<file path="config.mk">
export PLATFORM = sky130hd
export DESIGN_NAME = rtcdc_core
export DESIGN_NICKNAME = d
export VERILOG_FILES = /design/src/core/rtcdc_pkg.sv /design/src/core/rtcdc_core.sv
export SDC_FILE = /design/constraint.sdc
export NUM_CORES = 1
export LEC_CHECK = 0
export BUFFER_PORTS_ARGS = -buffer_cell sky130_fd_sc_hd__clkbuf_2
export CAP_MARGIN = 10
export CORE_MARGIN = 5
export CORE_UTILIZATION = 45
export CTS_BUF_LIST = sky130_fd_sc_hd__clkbuf_8
export CTS_CLUSTER_SIZE = 12
export DETAILED_ROUTE_END_ITERATION = 6
export GPL_ROUTABILITY_DRIVEN = 1
export MAX_ROUTING_LAYER = met4
export PLACE_DENSITY = 0.7
export RECOVER_POWER = 25
export SLEW_MARGIN = 20
export SYNTH_ARGS = -nofsm -noshare
export SYNTH_HDL_FRONTEND = slang
export SYNTH_SLANG_ARGS = --single-unit
</file>
<file path="constraint.sdc">
create_clock -name core_clk -period 3.7 [get_ports core_clk]
set_input_delay 0.37 -clock core_clk [delete_from_list [all_inputs] [get_ports core_clk]]
set_output_delay 0.37 -clock core_clk [all_outputs]
set_load 0.02 [all_outputs]
</file>
<file path="src/core/rtcdc_pkg.sv">
// Package: constants for the divider chain real time clock
package rtcdc_pkg;
  localparam int unsigned PRESCALE_W = 16;
  localparam int unsigned SEG0_W = 10;
  localparam int unsigned SEG1_W = 6;
  localparam int unsigned SEG2_W = 6;
  localparam int unsigned SEG3_W = 10;
  localparam int unsigned COUNT_W = 32;
  localparam int unsigned WIDE_W = 48;
  localparam int unsigned SEG1_LSB = 10;
  localparam int unsigned SEG2_LSB = 16;
  localparam int unsigned SEG3_LSB = 22;
  localparam int unsigned WORD_W = 16;
  localparam int unsigned SRC_W = 4;
  localparam int unsigned NUM_REQ = 6;
  // Fixed divider ratios and counter widths
  localparam logic [4:0] DIV32_LAST = 5'h1f;
  localparam logic [2:0] DIV8_LAST = 3'h7;
  // Request flag positions
  localparam int unsigned REQ_PRESCALE = 0;
  localparam int unsigned REQ_SEG0 = 1;
  localparam int unsigned REQ_SEG1 = 2;
  localparam int unsigned REQ_SEG2 = 3;
  localparam int unsigned REQ_SEG3 = 4;
  localparam int unsigned REQ_ALARM = 5;
  // Reset values
  localparam logic [PRESCALE_W-1:0] PRESCALE_RST = 16'h0000;
  localparam logic [COUNT_W-1:0] COUNT_RST = 32'h0000_0000;
  localparam logic [NUM_REQ-1:0] REQ_RST = 6'h00;
endpackage : rtcdc_pkg

</file>
<file path="src/core/rtcdc_core.sv">
// Real time clock built as a chain of up-counting divider stages

module rtcdc_core (
  // Clock and power reset
  input wire logic core_clk,
  input wire logic reset_n,
  // Counting clock sources, sampled as ordinary inputs
  input wire logic [rtcdc_pkg::SRC_W-1:0] src_tick,
  input wire logic [1:0] src_sel,
  input wire logic run_en,
  // Fixed divider bypass controls
  input wire logic div32_en,
  input wire logic div8_en,
  // Prescale timer access
  input wire logic prescale_wr,
  input wire logic [rtcdc_pkg::PRESCALE_W-1:0] prescale_wdata,
  input wire logic prescale_rel_wr,
  input wire logic [rtcdc_pkg::PRESCALE_W-1:0] prescale_rel_wdata,
  // Count word access
  input wire logic count_low_word_wr,
  input wire logic count_high_word_wr,
  input wire logic [rtcdc_pkg::WORD_W-1:0] count_wdata,
  input wire logic count_rel_wr,
  input wire logic [rtcdc_pkg::COUNT_W-1:0] count_rel_wdata,
  // Alarm compare
  input wire logic alarm_wr,
  input wire logic [rtcdc_pkg::COUNT_W-1:0] alarm_wdata,
  // Requests
  input wire logic [rtcdc_pkg::NUM_REQ-1:0] req_en,
  input wire logic [rtcdc_pkg::NUM_REQ-1:0] req_clr,
  // State seen by software
  output logic [rtcdc_pkg::PRESCALE_W-1:0] prescale_timer,
  output logic [rtcdc_pkg::WORD_W-1:0] count_low_word,
  output logic [rtcdc_pkg::WORD_W-1:0] count_high_word,
  output logic [rtcdc_pkg::WIDE_W-1:0] wide_count,
  output logic [rtcdc_pkg::NUM_REQ-1:0] req_flags,
  output logic rtc_irq
);

  logic [4:0] div32_q;
  logic [2:0] div8_q;
  logic [rtcdc_pkg::PRESCALE_W-1:0] pre_q;
  logic [rtcdc_pkg::PRESCALE_W-1:0] pre_rel_q;
  logic [rtcdc_pkg::COUNT_W-1:0] cnt_q;
  logic [rtcdc_pkg::COUNT_W-1:0] cnt_rel_q;
  logic [rtcdc_pkg::COUNT_W-1:0] cnt_d;
  logic [rtcdc_pkg::COUNT_W-1:0] alarm_q;
  logic [rtcdc_pkg::NUM_REQ-1:0] req_q;
  logic [rtcdc_pkg::NUM_REQ-1:0] req_set;
  logic count_tick;
  logic div32_out;
  logic div8_out;
  logic pre_ovf;
  logic [3:0] seg_ovf;
  logic alarm_hit;
  logic cnt_wr;

  // One stage step: reload on overflow, else increment
  function automatic logic [rtcdc_pkg::SEG0_W-1:0] seg_step(
    input logic [rtcdc_pkg::SEG0_W-1:0] val,
    input logic [rtcdc_pkg::SEG0_W-1:0] rel,
    input logic [rtcdc_pkg::SEG0_W-1:0] top
  );
    seg_step = (val == top) ? rel : val + 1'b1;
  endfunction

  assign count_tick = run_en & src_tick[src_sel];

  // Each fixed divider passes one pulse per full cycle, or all when bypassed
  assign div32_out = count_tick & (!div32_en | (div32_q == rtcdc_pkg::DIV32_LAST));
  assign div8_out = div32_out & (!div8_en | (div8_q == rtcdc_pkg::DIV8_LAST));

  always_ff @(posedge core_clk or negedge reset_n) begin
    if (!reset_n) begin
      div32_q <= 5'h00;
    end else if (!div32_en) begin
      div32_q <= 5'h00;
    end else if (count_tick) begin
      div32_q <= div32_q + 5'h01;
    end
  end

  always_ff @(posedge core_clk or negedge reset_n) begin
    if (!reset_n) begin
      div8_q <= 3'h0;
    end else if (!div8_en) begin
      div8_q <= 3'h0;
    end else if (div32_out) begin
      div8_q <= div8_q + 3'h1;
    end
  end

  // Prescale timer
  assign pre_ovf = div8_out & (pre_q == {rtcdc_pkg::PRESCALE_W{1'b1}});

  always_ff @(posedge core_clk or negedge reset_n) begin
    if (!reset_n) begin
      pre_q <= rtcdc_pkg::PRESCALE_RST;
    end else if (prescale_wr) begin
      pre_q <= prescale_wdata;
    end else if (pre_ovf) begin
      pre_q <= pre_rel_q;
    end else if (div8_out) begin
      pre_q <= pre_q + 16'h0001;
    end
  end

  always_ff @(posedge core_clk or negedge reset_n) begin
    if (!reset_n) begin
      pre_rel_q <= rtcdc_pkg::PRESCALE_RST;
    end else if (prescale_rel_wr) begin
      pre_rel_q <= prescale_rel_wdata;
    end
  end

  // A count write swallows the step, so no carry flags and no alarm either
  assign cnt_wr = count_low_word_wr | count_high_word_wr;

  // Segment chain: each carries into the next only on its own overflow
  always_comb begin
    logic [rtcdc_pkg::SEG0_W-1:0] s0;
    logic [rtcdc_pkg::SEG0_W-1:0] s1;
    logic [rtcdc_pkg::SEG0_W-1:0] s2;
    logic [rtcdc_pkg::SEG0_W-1:0] s3;
    s0 = cnt_q[rtcdc_pkg::SEG1_LSB-1:0];
    s1 = {4'h0, cnt_q[rtcdc_pkg::SEG2_LSB-1:rtcdc_pkg::SEG1_LSB]};
    s2 = {4'h0, cnt_q[rtcdc_pkg::SEG3_LSB-1:rtcdc_pkg::SEG2_LSB]};
    s3 = cnt_q[rtcdc_pkg::COUNT_W-1:rtcdc_pkg::SEG3_LSB];
    seg_ovf[0] = pre_ovf & !cnt_wr & (s0 == 10'h3ff);
    seg_ovf[1] = seg_ovf[0] & (s1 == 10'h03f);
    seg_ovf[2] = seg_ovf[1] & (s2 == 10'h03f);
    seg_ovf[3] = seg_ovf[2] & (s3 == 10'h3ff);
    cnt_d = cnt_q;
    if (pre_ovf) begin
      cnt_d[rtcdc_pkg::SEG1_LSB-1:0] = seg_step(s0, cnt_rel_q[rtcdc_pkg::SEG1_LSB-1:0], 10'h3ff);
    end
    if (seg_ovf[0]) begin
      cnt_d[rtcdc_pkg::SEG2_LSB-1:rtcdc_pkg::SEG1_LSB] = 6'(seg_step(s1,
        {4'h0, cnt_rel_q[rtcdc_pkg::SEG2_LSB-1:rtcdc_pkg::SEG1_LSB]}, 10'h03f));
    end
    if (seg_ovf[1]) begin
      cnt_d[rtcdc_pkg::SEG3_LSB-1:rtcdc_pkg::SEG2_LSB] = 6'(seg_step(s2,
        {4'h0, cnt_rel_q[rtcdc_pkg::SEG3_LSB-1:rtcdc_pkg::SEG2_LSB]}, 10'h03f));
    end
    if (seg_ovf[2]) begin
      cnt_d[rtcdc_pkg::COUNT_W-1:rtcdc_pkg::SEG3_LSB] = seg_step(s3,
        cnt_rel_q[rtcdc_pkg::COUNT_W-1:rtcdc_pkg::SEG3_LSB], 10'h3ff);
    end
  end

  always_ff @(posedge core_clk or negedge reset_n) begin
    if (!reset_n) begin
      cnt_q <= rtcdc_pkg::COUNT_RST;
    end else if (count_low_word_wr || count_high_word_wr) begin
      // Software write overrides a coincident count step
      if (count_low_word_wr) begin
        cnt_q[rtcdc_pkg::WORD_W-1:0] <= count_wdata;
      end
      if (count_high_word_wr) begin
        cnt_q[rtcdc_pkg::COUNT_W-1:rtcdc_pkg::WORD_W] <= count_wdata;
      end
    end else begin
      cnt_q <= cnt_d;
    end
  end

  always_ff @(posedge core_clk or negedge reset_n) begin
    if (!reset_n) begin
      cnt_rel_q <= rtcdc_pkg::COUNT_RST;
    end else if (count_rel_wr) begin
      cnt_rel_q <= count_rel_wdata;
    end
  end

  always_ff @(posedge core_clk or negedge reset_n) begin
    if (!reset_n) begin
      alarm_q <= rtcdc_pkg::COUNT_RST;
    end else if (alarm_wr) begin
      alarm_q <= alarm_wdata;
    end
  end

  // Alarm fires once, when the count steps onto the compare value
  assign alarm_hit = pre_ovf & !cnt_wr & (cnt_d == alarm_q) & (cnt_q != alarm_q);

  always_comb begin
    req_set = rtcdc_pkg::REQ_RST;
    req_set[rtcdc_pkg::REQ_PRESCALE] = pre_ovf;
    req_set[rtcdc_pkg::REQ_SEG0] = seg_ovf[0];
    req_set[rtcdc_pkg::REQ_SEG1] = seg_ovf[1];
    req_set[rtcdc_pkg::REQ_SEG2] = seg_ovf[2];
    req_set[rtcdc_pkg::REQ_SEG3] = seg_ovf[3];
    req_set[rtcdc_pkg::REQ_ALARM] = alarm_hit;
  end

  // Set wins over a clear in the same cycle
  always_ff @(posedge core_clk or negedge reset_n) begin
    if (!reset_n) begin
      req_q <= rtcdc_pkg::REQ_RST;
    end else begin
      req_q <= (req_q & ~req_clr) | req_set;
    end
  end

  always_ff @(posedge core_clk or negedge reset_n) begin
    if (!reset_n) begin
      rtc_irq <= 1'b0;
    end else begin
      rtc_irq <= |(((req_q & ~req_clr) | req_set) & req_en);
    end
  end

  assign prescale_timer = pre_q;
  assign count_low_word = cnt_q[rtcdc_pkg::WORD_W-1:0];
  assign count_high_word = cnt_q[rtcdc_pkg::COUNT_W-1:rtcdc_pkg::WORD_W];
  assign wide_count = {cnt_q, pre_q};
  assign req_flags = req_q;

endmodule // rtcdc_core

</file>
==> results.cfg <==
[critical_path]
crit_path_start = cnt_q[1]
cp-end-kind = flip-flop
path_class = flip-flop to flip-flop
crit_path_end = rtc_irq
arrival_ns = 3.76
ff2ff_path_depth = 10
r2r_setup_slack_ns = 0.31
r2r_start = cnt_q[1]
required_ns = 4.08
reg2reg_to = rtc_irq
start_kind = flip-flop
crit_fanout = 7

[synth]
ys_warn_count = 0
syn_area_per_cell_um2 = 9.37
synth_nets = 1100
synthesis.area_mm2 = 0.00890
yosys_register_bits = 143
synthCells = 950
synth_edf_count = 0
synthFlopType = dfrtp_1
async_flop_share_pct = 100
yosysUniqueCellTypes = 72
synth-seq-area-share_pct = 40.2

[sta]
setup_violations = 0
post-route-period-util_pct = 91.5
slew_viol_final = 98
relSlewSlack_pct = -71.0
max_slew.worst_pin.slew_ns = 2.56
rsz0062_at_grt = no
max_freq_mhz = 295
hold_violations = 0
post-route-min-period_ns = 3.39
fin_ws_ns = 0.314
skew_ns = 0.0166
tns_ns = 0

[final_layout]
synthToLayoutAreaGrowth_pct = 18.6
drive_above_1_share_pct = 34.9
finalNetCount = 1294
fin_util_pct = 54.3
final_common_cell = clkbuf_2
stdcell_area_mm2 = 0.0106
layout_common_cells = clkbuf_2 (242), dfrtp_1 (143), nand2_1 (117), mux2_2 (89), o21ai_0 (66)

[clocking]
post_cts_buffers = 0
cts_sinks = 143
worst_skew_pair.late_latency_ns = 0.46
cts_tree = yes
path_clk_slew_ns = 0.09
root_buffer = clkbuf_8
cts_inserted_buffers = 17
htreeDepth = 4
clockBufferDepth = 2
cts_hold_buffers = 0

[grt]
grt_overflow = 0
grt_pass1_wl_um = 45100
antenna_found_initial = 1
grt_max_degree = 99
gr-usage-all-layers_pct = 26.7
grt_pass1_vias = 7894

[route]
first_iter_violations = 834
route.vias.total = 8163
wl_um = 29700
drc = 0
dr.pass1.iters = 5
drtAntennaViolNets = 0
viasPerCell = 5.74
wl_per_cell_um = 20.9

[job]
maxCapViolCount = 1

[placed_design]
pre_cts_slack_ns = 0.0415
gp_congestion = 1.00
placed_area_mm2 = 0.0101
portBuffers = 243
hpwlAfterDp_um = 23300

[floorplanning]
dieArea_mm2 = 0.0227
ios = 244
num_rows = 51
start_util_pct = 45.8
floorplan.die.width_um = 151
fp.dieH_um = 151
fp.coreArea_mm2 = 0.0195

[outcome]
status = finished, violations left
violations = capacitance limit, slew limit

[power_and_ir_drop]
peakVddDrop_v = 0.000199
power_density_mw_per_mm2 = 402
leakage_nw = 4.73

[min_path]
worstHoldStart = count_rel_wdata[6]
hold_path.class = primary input to flip-flop
==> cell families (layout without fill, tap and decap cells) <==
group	Yosys count	after routing	share of synthesized area, %
buffers and inverters	120	327	7.45
flip-flops	143	143	40.2
adder cells (fa/ha/maj)	9	9	1.26
multiplexers	106	106	13.2
AND/OR/NAND/NOR	323	323	18.6
other	0	1	0
AO/OA/AOI/OAI	197	197	14.3
XOR/XNOR	52	52	5.11
==> layer usage <==
| metal | up-vias | wire length, µm | global-route usage, % |
|---|---|---|---|
| li1 | 3777 | - | - |
| met1 | 3959 | 13300 | 37.9 |
| met2 | 383 | 13700 | 40.1 |
| met3 | 44 | 2200 | 4.30 |
| met4 | 0 | 495 | 6.75 |
| met5 | - | 0 | - |
==> Yosys cell counts, drive strengths merged (4+ instances only) <==
cell type	n	area share, %
nand2	118	5.0
o31ai	6	0.51
a21oi	32	1.8
a221oi	5	0.49
and2	14	1.0
nand2b	7	0.49
a311oi	4	0.39
clkbuf	28	1.2
and3	13	0.91
mux2	89	11
a22oi	4	0.34
a21boi	7	0.59
nor2	43	1.8
ha	9	1.3
o22ai	9	0.70
nand4	26	2.0
a21o	7	0.59
nor3	19	1.3
nor4	17	1.4
dfrtp	143	40
inv	25	1.1
nor2b	8	0.56
mux2i	17	1.9
buf	67	5.2
nand3	38	2.3
xor2	23	2.3
a211oi	12	1.0
xnor2	29	2.9
a31oi	10	0.70
and4	10	1.0
o21ai	67	3.8
==> what timing repair did <==
item                       in CTS  in global routing
hold endpoints to repair        0                  0
setup endpoints to repair       0                  2
gates resized for setup         0                  5
==> power by group <==
group | switching (mW) | internal [mW] | leakage, nW
registers | 0.199 | 1.70 | 1.73
clock network | 0.622 | 0.781 | 0.225
logic | 0.551 | 0.389 | 2.78
==> stage by stage <==
step / hold WS, ns / cells / total power [mW]
3_5_place_dp: 0.496 / 1390 / 2.85
2_1_floorplan: 0.0744 / 950 / 2.50
3_3_place_gp: 0.491 / 1390 / 2.85
5_1_grt: 0.111 / 1423 / 4.43
4_1_cts: 0.0506 / 1422 / 4.26
6_report: 0.119 / 1423 / 4.24
==> worst min-delay path by stage <==
stage	to	slack, ns	cells after the start
floorplan	alarm_q[0]	0.07	0
finish	cnt_rel_q[6]	0.12	3
CTS	cnt_q[6]	0.05	1
detailed placement	pre_rel_q[8]	0.50	1
global route	cnt_rel_q[6]	0.11	3
global placement	cnt_rel_q[12]	0.49	1
==> flip-flops by register name (all words and copies together) (netlist names) <==
signal / flops
req_flags: 6
cnt_rel_q: 32
cnt_q: 32
rtc_irq: 1
pre_rel_q: 16
div32_q: 5
prescale_timer: 16
div8_q: 3
alarm_q: 32
==> worst max-delay path, cell delays in order, from the launching register on <==
cell and delay, ns:
dfrtp_1 0.46, ha_1 0.36, and4_2 0.37, nand4_1 0.18, nor3_1 0.29, nand3_1 0.30, a2111oi_2 0.47, o32ai_1 0.14
nor4_1 0.45, nand4_1 0.14, o21ai_1 0.15
==> layout make-up <==
cell class / count / area (µm²)
clock inverters: 12 / 168
clock buffers: 20 / 275
flip-flops and latches: 143 / 3580
multi-input cells: 687 / 4680
inverters: 25 / 93.8
fillers: 1812 / 8900
diodes: 1 / 2.50
repair buffers: 270 / 1430
well taps: 265 / 332
Note: power is estimated with default switching activity, not from simulation.
